===== config.mk =====
export PLATFORM = sky130hd
export DESIGN_NAME = pfst_top
export DESIGN_NICKNAME = d
export VERILOG_FILES = /design/src/logic/pfst_pkg.sv /design/src/logic/pfst_hold_timer.sv /design/src/logic/pfst_top.sv
export SDC_FILE = /design/constraint.sdc
export NUM_CORES = 1
export LEC_CHECK = 0
export ABC_AREA = 1
export BUFFER_PORTS_ARGS = -buffer_cell sky130_fd_sc_hd__clkbuf_2
export CAP_MARGIN = 10
export CORE_MARGIN = 3
export CORE_UTILIZATION = 40
export CTS_CLUSTER_DIAMETER = 100
export DETAILED_ROUTE_END_ITERATION = 8
export SLEW_MARGIN = 0
export SYNTH_ARGS = -nofsm -noshare
export SYNTH_HDL_FRONTEND = slang
export SYNTH_HIERARCHICAL = 1
export SYNTH_SLANG_ARGS = --single-unit

===== constraint.sdc =====
create_clock -name sys_clk -period 5 [get_ports sys_clk]
set_clock_uncertainty 0.05 [all_clocks]
set_input_delay 1.5 -clock sys_clk [delete_from_list [all_inputs] [get_ports sys_clk]]
set_output_delay 1.5 -clock sys_clk [all_outputs]
set_load 0.05 [all_outputs]

===== src/logic/pfst_pkg.sv =====
// package for the piezo force sense trigger block: offsets, fields, timing
// Contract
// [RULE1] monitor enable set: both differential outputs released, actuator floats
// [RULE2] sensing runs only while output enable is set
// [RULE3] while sensing is active, waveform output is suppressed
// [RULE4] host sets monitor enable only when playback idle reads one
// [RULE5] sensed value register refreshed with every new sample while sensing
// [RULE6] sensed value is 12-bit two's complement, zero means zero volts
// [RULE7] sensed value register carries a sensing-active read-back bit
// [RULE8] crossing held for hold time sets the detection flag
// [RULE9] writing comparator enable to zero clears the detection flag
// [RULE10] comparison and detection happen only while comparator enable is one
// [RULE11] direction bit: zero detects above threshold, one detects below
// [RULE12] 3-bit hold-time code sets hold time; code five is 2048 us
// [RULE13] 12-bit trip level sets the differential trip voltage
// [RULE14] pin function six drives detection on gpio; five uses interrupt path
// [RULE15] triggered playback enabled and detection: start armed waveform
// [RULE16] host re-arms a waveform after every automatic playback
// [RULE17] monitor enable clears itself on automatic playback
// [RULE18] triggered-playback enable clears itself on automatic playback
// [RULE19] host toggles comparator enable zero then one before next trigger
// [RULE20] playback idle status shows waveform playback has finished
// [RULE21] sensing may start after playback by setting monitor enable alone
// [RULE22] host leaves sensing by soft reset
// [RULE23] hold counter restarts when voltage returns before hold time elapses
// [RULE24] all control enables accepted in one register write
package pfst_pkg;
   localparam logic [7:0] ctrl_off = 8'h00;
   localparam logic [7:0] sense_cfg_off = 8'h04;
   localparam logic [7:0] sense_val_off = 8'h08;
   localparam logic [7:0] status_off = 8'h0c;
   localparam logic [7:0] pin_cfg_off = 8'h10;
   // control register fields
   localparam int ctrl_oe_bit = 0;
   localparam int ctrl_sense_bit = 1;
   localparam int ctrl_comp_bit = 2;
   localparam int ctrl_auto_bit = 3;
   localparam int ctrl_rst_bit = 4;
   // sensing config fields
   localparam int cfg_level_lsb = 0;
   localparam int cfg_hold_lsb = 12;
   localparam int cfg_dir_bit = 15;
   // sensed value and status fields
   localparam int val_flag_bit = 12;
   localparam int val_active_bit = 13;
   localparam int status_idle_bit = 0;
   localparam logic [31:0] ctrl_rst_val = 32'h0000_0000;
   localparam logic [31:0] cfg_rst_val = 32'h0000_0000;
   localparam logic [2:0] pin_rst_val = 3'h0;
   localparam logic [2:0] pin_sel_irq = 3'h5;
   localparam logic [2:0] pin_sel_detect = 3'h6;
   // hold time base: 64 us per unit, code n -> 64 us << n (code 5 = 2048 us)
   localparam int hold_base_us = 64;
   localparam int clk_mhz = 100;
   localparam int hold_base_cyc = hold_base_us * clk_mhz;
   localparam int tick_us = 1;
   localparam int tick_cyc = tick_us * clk_mhz;
endpackage


===== src/logic/pfst_hold_timer.sv =====
// hold-time timer: counts microsecond ticks while the crossing persists
`timescale 1ns/1ps
`default_nettype none
module pfst_hold_timer #(
   parameter int cnt_w = 14
)
(
   input wire logic sys_clk, // core clock
   input wire logic nrst, // async reset, active low
   input wire logic tick, // one-cycle microsecond enable
   input wire logic beyond, // sample lies past threshold
   input wire logic [cnt_w-1:0] limit, // ticks to hold
   output logic done // hold satisfied, level
);
   logic [cnt_w-1:0] cnt_r;

   always_ff @(posedge sys_clk or negedge nrst)
   begin
      if (!nrst)
         cnt_r <= '0;
      else if (!beyond)
         cnt_r <= '0; // RULE23
      else if (tick && cnt_r != limit)
         cnt_r <= cnt_r + 1'b1;
   end

   assign done = beyond && (cnt_r == limit);

   a_hold_restart: assert property (@(posedge sys_clk) disable iff (!nrst)
      !beyond |=> cnt_r == '0) // RULE23
      else $error("hold counter did not restart");
endmodule // pfst_hold_timer
`default_nettype wire


===== src/logic/pfst_top.sv =====
// piezo force sense trigger: axi4-lite registers, comparator, auto playback launch
//
// Decided for this implementation: the AXI4-Lite register port and the register addresses.
`timescale 1ns/1ps
`default_nettype none
module pfst_top (
   input wire logic sys_clk, // 100 mhz core clock
   input wire logic nrst, // async reset, active low
   input wire logic [31:0] s_axi_awaddr, // write address
   input wire logic s_axi_awvalid, // write address valid
   output logic s_axi_awready, // write address ready
   input wire logic [31:0] s_axi_wdata, // write data
   input wire logic [3:0] s_axi_wstrb, // write strobes
   input wire logic s_axi_wvalid, // write data valid
   output logic s_axi_wready, // write data ready
   output logic [1:0] s_axi_bresp, // write response
   output logic s_axi_bvalid, // write response valid
   input wire logic s_axi_bready, // write response ready
   input wire logic [31:0] s_axi_araddr, // read address
   input wire logic s_axi_arvalid, // read address valid
   output logic s_axi_arready, // read address ready
   output logic [31:0] s_axi_rdata, // read data
   output logic [1:0] s_axi_rresp, // read response
   output logic s_axi_rvalid, // read data valid
   input wire logic s_axi_rready, // read data ready
   input wire logic [11:0] adc_sample, // sensed differential voltage, async
   input wire logic adc_valid, // new sample strobe level toggle, async
   input wire logic play_idle_in, // playback engine idle, same clock
   output logic drive_en, // output stage allowed to drive out+/out-
   output logic hv_meas_en, // high-voltage node measurement enable
   output logic wave_en, // waveform output permitted
   output logic sense_mode, // actuator monitor mode active
   output logic auto_start, // one-cycle pulse launching armed waveform
   output logic gpio_out, // gpio notification level
   output logic irq_event, // detection routed to interrupt path
   output logic soft_rst // one-cycle soft reset request
);
   logic oe_r, sense_r, comp_r, auto_r, dir_r;
   logic [11:0] level_r;
   logic [2:0] hold_r;
   logic [2:0] pin_r;
   logic flag_r;
   logic [11:0] val_r;
   logic [11:0] samp_s1_r, samp_s2_r;
   logic tog_s1_r, tog_s2_r, tog_s3_r;
   logic idle_r;
   logic [6:0] tick_cnt_r;
   logic tick_r;
   logic aw_hold_r, w_hold_r;
   logic [31:0] awaddr_r, wdata_r;
   logic [3:0] wstrb_r;
   logic wr_go, fire, beyond, hold_done, active;
   logic [13:0] hold_limit;

   assign active = sense_r && oe_r; // RULE2

   // write channel: address and data taken in either order, then one response
   always_ff @(posedge sys_clk or negedge nrst)
   begin
      if (!nrst)
      begin
         aw_hold_r <= 1'b0;
         w_hold_r <= 1'b0;
         awaddr_r <= 32'h0000_0000;
         wdata_r <= 32'h0000_0000;
         wstrb_r <= 4'h0;
      end
      else
      begin
         if (s_axi_awvalid && s_axi_awready)
         begin
            aw_hold_r <= 1'b1;
            awaddr_r <= s_axi_awaddr;
         end
         else if (wr_go)
            aw_hold_r <= 1'b0;
         if (s_axi_wvalid && s_axi_wready)
         begin
            w_hold_r <= 1'b1;
            wdata_r <= s_axi_wdata;
            wstrb_r <= s_axi_wstrb;
         end
         else if (wr_go)
            w_hold_r <= 1'b0;
      end
   end

   assign wr_go = aw_hold_r && w_hold_r && !s_axi_bvalid;

   always_ff @(posedge sys_clk or negedge nrst)
   begin
      if (!nrst)
      begin
         s_axi_awready <= 1'b0;
         s_axi_wready <= 1'b0;
         s_axi_bvalid <= 1'b0;
         s_axi_bresp <= 2'h0;
      end
      else
      begin
         s_axi_awready <= !aw_hold_r && !(s_axi_awvalid && s_axi_awready) && !s_axi_bvalid;
         s_axi_wready <= !w_hold_r && !(s_axi_wvalid && s_axi_wready) && !s_axi_bvalid;
         if (wr_go)
         begin
            s_axi_bvalid <= 1'b1;
            s_axi_bresp <= (awaddr_r[7:0] == pfst_pkg::ctrl_off ||
               awaddr_r[7:0] == pfst_pkg::sense_cfg_off ||
               awaddr_r[7:0] == pfst_pkg::pin_cfg_off ||
               awaddr_r[7:0] == pfst_pkg::sense_val_off ||
               awaddr_r[7:0] == pfst_pkg::status_off) ? 2'h0 : 2'h2;
         end
         else if (s_axi_bready)
            s_axi_bvalid <= 1'b0;
      end
   end

   // control bits; one write carries every enable at once
   always_ff @(posedge sys_clk or negedge nrst)
   begin
      if (!nrst)
      begin
         oe_r <= pfst_pkg::ctrl_rst_val[pfst_pkg::ctrl_oe_bit];
         sense_r <= pfst_pkg::ctrl_rst_val[pfst_pkg::ctrl_sense_bit];
         comp_r <= pfst_pkg::ctrl_rst_val[pfst_pkg::ctrl_comp_bit];
         auto_r <= pfst_pkg::ctrl_rst_val[pfst_pkg::ctrl_auto_bit];
         soft_rst <= 1'b0;
      end
      else if (soft_rst)
      begin
         // soft reset returns controls to defaults
         oe_r <= 1'b0;
         sense_r <= 1'b0;
         comp_r <= 1'b0;
         auto_r <= 1'b0;
         soft_rst <= 1'b0;
      end
      else
      begin
         soft_rst <= 1'b0;
         if (wr_go && awaddr_r[7:0] == pfst_pkg::ctrl_off && wstrb_r[0])
         begin
            oe_r <= wdata_r[pfst_pkg::ctrl_oe_bit]; // RULE24
            sense_r <= wdata_r[pfst_pkg::ctrl_sense_bit]; // RULE21
            comp_r <= wdata_r[pfst_pkg::ctrl_comp_bit];
            auto_r <= wdata_r[pfst_pkg::ctrl_auto_bit];
            soft_rst <= wdata_r[pfst_pkg::ctrl_rst_bit];
         end
         // the launch wins over a concurrent write so a trigger never re-arms itself
         if (fire)
         begin
            sense_r <= 1'b0; // RULE17
            auto_r <= 1'b0; // RULE18
         end
      end
   end

   always_ff @(posedge sys_clk or negedge nrst)
   begin
      if (!nrst)
      begin
         level_r <= pfst_pkg::cfg_rst_val[11:0];
         hold_r <= pfst_pkg::cfg_rst_val[14:12];
         dir_r <= pfst_pkg::cfg_rst_val[15];
         pin_r <= pfst_pkg::pin_rst_val;
      end
      else if (soft_rst)
      begin
         level_r <= pfst_pkg::cfg_rst_val[11:0];
         hold_r <= pfst_pkg::cfg_rst_val[14:12];
         dir_r <= pfst_pkg::cfg_rst_val[15];
         pin_r <= pfst_pkg::pin_rst_val;
      end
      else if (wr_go && awaddr_r[7:0] == pfst_pkg::sense_cfg_off)
      begin
         if (wstrb_r[0])
            level_r[7:0] <= wdata_r[7:0];
         if (wstrb_r[1])
         begin
            level_r[11:8] <= wdata_r[11:8]; // RULE13
            hold_r <= wdata_r[pfst_pkg::cfg_hold_lsb +: 3]; // RULE12
            dir_r <= wdata_r[pfst_pkg::cfg_dir_bit]; // RULE11
         end
      end
      else if (wr_go && awaddr_r[7:0] == pfst_pkg::pin_cfg_off && wstrb_r[0])
         pin_r <= wdata_r[2:0];
   end

   // sample path: data sync'd two deep, captured on toggle of the sync'd strobe
   always_ff @(posedge sys_clk or negedge nrst)
   begin
      if (!nrst)
      begin
         samp_s1_r <= 12'h000;
         samp_s2_r <= 12'h000;
         tog_s1_r <= 1'b0;
         tog_s2_r <= 1'b0;
         tog_s3_r <= 1'b0;
         val_r <= 12'h000;
         idle_r <= 1'b1;
      end
      else
      begin
         samp_s1_r <= adc_sample;
         samp_s2_r <= samp_s1_r;
         tog_s1_r <= adc_valid;
         tog_s2_r <= tog_s1_r;
         tog_s3_r <= tog_s2_r;
         idle_r <= play_idle_in; // RULE20
         // data settles before the strobe toggles, so the sync'd copy is stable here
         if (active && tog_s2_r != tog_s3_r)
            val_r <= samp_s2_r; // RULE5 RULE6
      end
   end

   // microsecond tick divider
   always_ff @(posedge sys_clk or negedge nrst)
   begin
      if (!nrst)
      begin
         tick_cnt_r <= 7'h00;
         tick_r <= 1'b0;
      end
      else if (tick_cnt_r == 7'(pfst_pkg::tick_cyc - 1))
      begin
         tick_cnt_r <= 7'h00;
         tick_r <= 1'b1;
      end
      else
      begin
         tick_cnt_r <= tick_cnt_r + 7'h01;
         tick_r <= 1'b0;
      end
   end

   assign beyond = active && comp_r && // RULE10
      (dir_r ? ($signed(val_r) < $signed(level_r))
             : ($signed(val_r) > $signed(level_r))); // RULE11
   // code n holds 64 us << n; code 5 gives 2048 us
   assign hold_limit = 14'(pfst_pkg::hold_base_us) << hold_r; // RULE12

   pfst_hold_timer #(
      .cnt_w(14)
   ) u_hold (
      .sys_clk(sys_clk),
      .nrst(nrst),
      .tick(tick_r),
      .beyond(beyond),
      .limit(hold_limit),
      .done(hold_done)
   );

   // detection flag: cleared by soft reset or while comparator enable is zero
   always_ff @(posedge sys_clk or negedge nrst)
   begin
      if (!nrst)
         flag_r <= 1'b0;
      else if (soft_rst)
         flag_r <= 1'b0;
      else if (hold_done)
         flag_r <= 1'b1; // RULE8
      else if (!comp_r)
         flag_r <= 1'b0; // RULE9
   end

   assign fire = hold_done && !flag_r && auto_r; // RULE15

   always_ff @(posedge sys_clk or negedge nrst)
   begin
      if (!nrst)
      begin
         drive_en <= 1'b0;
         hv_meas_en <= 1'b0;
         wave_en <= 1'b0;
         sense_mode <= 1'b0;
         auto_start <= 1'b0;
         gpio_out <= 1'b0;
         irq_event <= 1'b0;
      end
      else
      begin
         drive_en <= oe_r && !sense_r; // RULE1
         hv_meas_en <= oe_r; // RULE2
         wave_en <= oe_r && !active; // RULE3
         sense_mode <= active;
         auto_start <= fire; // RULE15
         gpio_out <= (pin_r == pfst_pkg::pin_sel_detect) && flag_r; // RULE14
         irq_event <= (pin_r == pfst_pkg::pin_sel_irq) && hold_done && !flag_r; // RULE14
      end
   end

   // read channel: one cycle after address, held until rready
   always_ff @(posedge sys_clk or negedge nrst)
   begin
      if (!nrst)
      begin
         s_axi_arready <= 1'b0;
         s_axi_rvalid <= 1'b0;
         s_axi_rdata <= 32'h0000_0000;
         s_axi_rresp <= 2'h0;
      end
      else
      begin
         s_axi_arready <= !s_axi_rvalid && !(s_axi_arvalid && s_axi_arready);
         if (s_axi_arvalid && s_axi_arready)
         begin
            s_axi_rvalid <= 1'b1;
            s_axi_rresp <= 2'h0;
            case (s_axi_araddr[7:0])
               pfst_pkg::ctrl_off:
                  s_axi_rdata <= {28'h0, auto_r, comp_r, sense_r, oe_r};
               pfst_pkg::sense_cfg_off:
                  s_axi_rdata <= {16'h0, dir_r, hold_r, level_r};
               pfst_pkg::sense_val_off:
                  s_axi_rdata <= {18'h0, active, flag_r, val_r}; // RULE7
               pfst_pkg::status_off:
                  s_axi_rdata <= {31'h0, idle_r}; // RULE20
               pfst_pkg::pin_cfg_off:
                  s_axi_rdata <= {29'h0, pin_r};
               default:
               begin
                  s_axi_rdata <= 32'h0000_0000;
                  s_axi_rresp <= 2'h2;
               end
            endcase
         end
         else if (s_axi_rready)
            s_axi_rvalid <= 1'b0;
      end
   end

   a_sense_floats: assert property (@(posedge sys_clk) disable iff (!nrst)
      sense_r |=> !drive_en) // RULE1
      else $error("output driven while monitoring");
   a_sense_needs_oe: assert property (@(posedge sys_clk) disable iff (!nrst)
      !oe_r |=> !sense_mode) // RULE2
      else $error("sensing without output enable");
   a_wave_muted: assert property (@(posedge sys_clk) disable iff (!nrst)
      sense_mode |-> !wave_en) // RULE3
      else $error("waveform while sensing");
   a_flag_set: assert property (@(posedge sys_clk) disable iff (!nrst)
      hold_done && !soft_rst |=> flag_r) // RULE8
      else $error("detection flag not set");
   a_flag_clear: assert property (@(posedge sys_clk) disable iff (!nrst)
      !comp_r && !hold_done |=> !flag_r) // RULE9
      else $error("flag survived comparator off");
   a_comp_gate: assert property (@(posedge sys_clk) disable iff (!nrst)
      !comp_r |-> !beyond) // RULE10
      else $error("compare while comparator off");
   a_auto_clears: assert property (@(posedge sys_clk) disable iff (!nrst)
      fire |=> !auto_r && !sense_r ##0 auto_start) // RULE17 RULE18
      else $error("self-clear or launch missing");
   a_gpio_route: assert property (@(posedge sys_clk) disable iff (!nrst)
      $rose(flag_r) && pin_r == pfst_pkg::pin_sel_detect && $stable(pin_r) |=> gpio_out) // RULE14
      else $error("gpio missed detection");
   c_launch: cover property (@(posedge sys_clk) disable iff (!nrst) auto_start);
   c_flag: cover property (@(posedge sys_clk) disable iff (!nrst) $rose(flag_r));
   c_sample: cover property (@(posedge sys_clk) disable iff (!nrst) sense_mode && $changed(val_r));
endmodule // pfst_top
`default_nettype wire


==> qor.yml <==
grt:
  grt.total_usage: 0.169
  antenna_found_initial: 0
  global_route_wire_length_before_repair_mm: 24.1
  first_global_vias: 4882
  grt_start_max_net_pins: 112
  grt-ovfl-total: 0
sta:
  report.final.hold_viol_count: 0
  maxClockFrequency_mhz: 324
  hold_ws_ns: 0.297
  worst_slew_pin_slew_ns: 1.08
  timing.final.setup_violations: 0
  fin_crit_sh: 0.617
  final_period_minus_worst_setup_slack_ns: 3.08
  grt_setup_unrepaired: "no"
  timing_max_transition_violations_final: 0
  totalNegativeSetupSlack_ns: 0
  slew_headroom: 0.280
cells_and_area:
  fillers: 1577
  fraction_of_layout_instances_using_a_drive_strength_above_1: 0.172
  fin_util: 0.488
  nNetsFinal: 1027
  fin_cells: 1119
  layout.cells.most_common_list: "nand2_1 (207), dfrtp_1 (143), inv_1 (111)"
  most_common_cell_after_layout_fill_and_taps_aside: "nand2_1"
  multiInputGateArea_mm2: 0.00257
  regArea_mm2: 0.00360
  syn_to_final_growth_pct: 17.7
  antenna_cells: 0
floorplan:
  core_region_area_mm2: 0.0162
  design.portCount: 170
  floorplan.rows: 46
  die-width_um: 136
  die_area_mm2: 0.0184
  height_of_the_chip_um: 136
  floorplan.initialDensity: 0.415
clock_network:
  cts_max_level: 4
  clk_pin_slew_worst_paths_ns: 0.06
  cts_tree: "yes"
  tritoncts_num_sinks: 144
  clock_latency_ns: 0.42
  post_cts_hold_buffer_count: 0
  number_of_buffers_created_by_cts: 17
  post_cts.repair.setup_buffers: 0
  cts_root_buf: "clkbuf_16"
  buffers_from_clock_root_to_sink_at_most: 2
  cts_resized: 0
drt:
  route.final.wire_length_mm: 14.5
  routed_wire_length_per_instance_um: 12.9
  final_antenna_net_count: 0
  detail_route.drc_violations: 0
  via_per_inst: 4.58
  routed_via_count: 5122
  dr.first_iter.drc_count: 297
  firstDrtPassIters: 4
place:
  io_buffers: 85
  dpl.hpwl_mm: 10.4
  numPlacedInstances: 1089
  routabilityCongestion: 0.842
power_and_ir_drop:
  total_leakage_power_nw: 4.02
  power_mw: 3.51
  cellPowerDensity_mw_per_mm2: 445
  vdd.ir_drop.worst_mv: 0.294
worst_hold_path:
  hold_path.class: "flop to flop"
synthesis:
  synth.ff_latch_count: 144
  synth.top_cell.area_share: 0.533
  synth_area_mm2: 0.00671
  synth.distinct_cells: 40
  yosysSeqAreaShare: 0.537
  synth.largest_area_cell: "dfrtp_1"
  yosys_warnings: 6
  synthFlopType: "dfrtp_1"
  post_synthesis_mean_instance_area_um2: 8.49
  synth.area.top_cells: "dfrtp_1 (53%), nand2_1 (12%), inv_1 (6.2%)"
  async_reset_ff_frac: 1.00
  synthesis.instances: 790
  count_of_flip_flops_with_a_built_in_enable_after_synthesis: 0
flow_run:
  max_cap_viol_count: 0
critical_path:
  critical_path.max_fanout: 16
  worstSetupEndpointType: "flop"
  critPathRequiredTime_ns: 5.25
  critPathLaunchType: "flop"
  timing_worst_setup_path_type: "flop to flop"
  cp.arrival_ns: 3.34
outcome:
  outcome: "finished, final reports clean"
## kinds of logic (layout without fill, tap and decap cells)
kind of cell,Yosys count,after routing,share of synthesized area
xor gates and xnor gates,4,4,0.00522
buffers and inverters,149,233,0.0966
DFF,144,144,0.537
muxes,11,11,0.0185
AOI/OAI and AO/OA,88,88,0.0729
and+or+nand+nor,379,379,0.243
other,1,30,0.000559
adders and majority gates,14,14,0.0261
## worst max-delay path, cell delays in order (launching register included)
cell,delay [ns]
dfrtp_1,0.37
inv_1,0.07
ha_1,0.34
nand2_1,0.09
inv_1,0.05
nand2_1,0.05
nor2_1,0.18
nand2_1,0.11
nand3_1,0.08
nand2_1,0.07
nand3_1,0.07
nand2_1,0.05
nor2_1,0.23
nand2_1,0.09
nor2_1,0.10
nand2_1,0.06
nor2_1,0.11
nand2_2,0.24
inv_1,0.19
nand3_1,0.13
inv_1,0.09
nor2_1,0.06
nand2_1,0.06
nand2_1,0.04
## synth_stat cells (2+ instances only)
library cell and number:
xor2_1 3, nand2_2 3, buf_4 20, nor2_2 2
inv_2 2, o21ai_0 14, a21oi_2 2, nor3_1 13
nand2_1 207, a21oi_1 40, nor3_2 2, inv_1 111
nand3_1 38, nor2_1 88, nand4_1 10, ha_1 14
clkbuf_1 9, buf_2 5, mux2_2 11, o22ai_1 13
nand3b_1 3, nor2_4 3, o211ai_1 3, o21ai_2 4
o21ai_1 11, and3_1 2, dfrtp_1 143, or2_2 2
## power by group
group | leakage [nW] | switching, mW | internal (mW) | total, mW
sequential | 1.83 | 0.109 | 1.37 | 1.48
combinational | 1.91 | 0.553 | 0.263 | 0.816
clock | 0.275 | 0.490 | 0.729 | 1.22
## flip-flops by register name, summed over array words and instances (netlist names), 2 cells and up
register      cells
u_hold/cnt_r     14
level_r          12
tick_cnt_r        7
s_axi_rdata      16
wdata_r          16
pin_r             3
awaddr_r          8
samp_s1_r        12
samp_s2_r        12
wstrb_r           2
val_r            12
hold_r            3
## area by class of cell
class                   instances  area share
flip-flops and latches        144       0.457
multi-input cells             526       0.325
repair buffers                 89      0.0585
inverters                     114      0.0542
clock buffers                  17      0.0539
well taps                     216      0.0342
clock inverters                13      0.0176
## metal layers
layer,vias to the layer above,track usage,share of wire
met3,16,0.0386,0.044
met1,2358,0.233,0.49
met4,0,0.0605,0.016
met5,-,0,0
li1,2644,-,-
met2,104,0.261,0.45
## path summary, 6_finish.rpt
kind / start / depth (start not counted) / end / slack [ns]
min in group asynchronous: nrst / 1 / awaddr_r[1] / 1.15
worst max-delay path: level_r[11] / 23 / auto_r / 1.92
max in group asynchronous: nrst / 2 / level_r[10] / 2.89
worst min-delay path: samp_s1_r[4] / 0 / samp_s2_r[4] / 0.30
worst max register to register: level_r[11] / 23 / auto_r / 1.92
worst min register to register: samp_s1_r[4] / 0 / samp_s2_r[4] / 0.30
## per-stage QoR
step	area (um^2)	setup slack (ns)
4_1_cts	7900	1.85
3_5_place_dp	7330	1.81
3_3_place_gp	7330	1.83
2_1_floorplan	6820	2.44
6_report	7900	1.92
5_1_grt	7900	1.53
(Power assumes the default switching activity.)
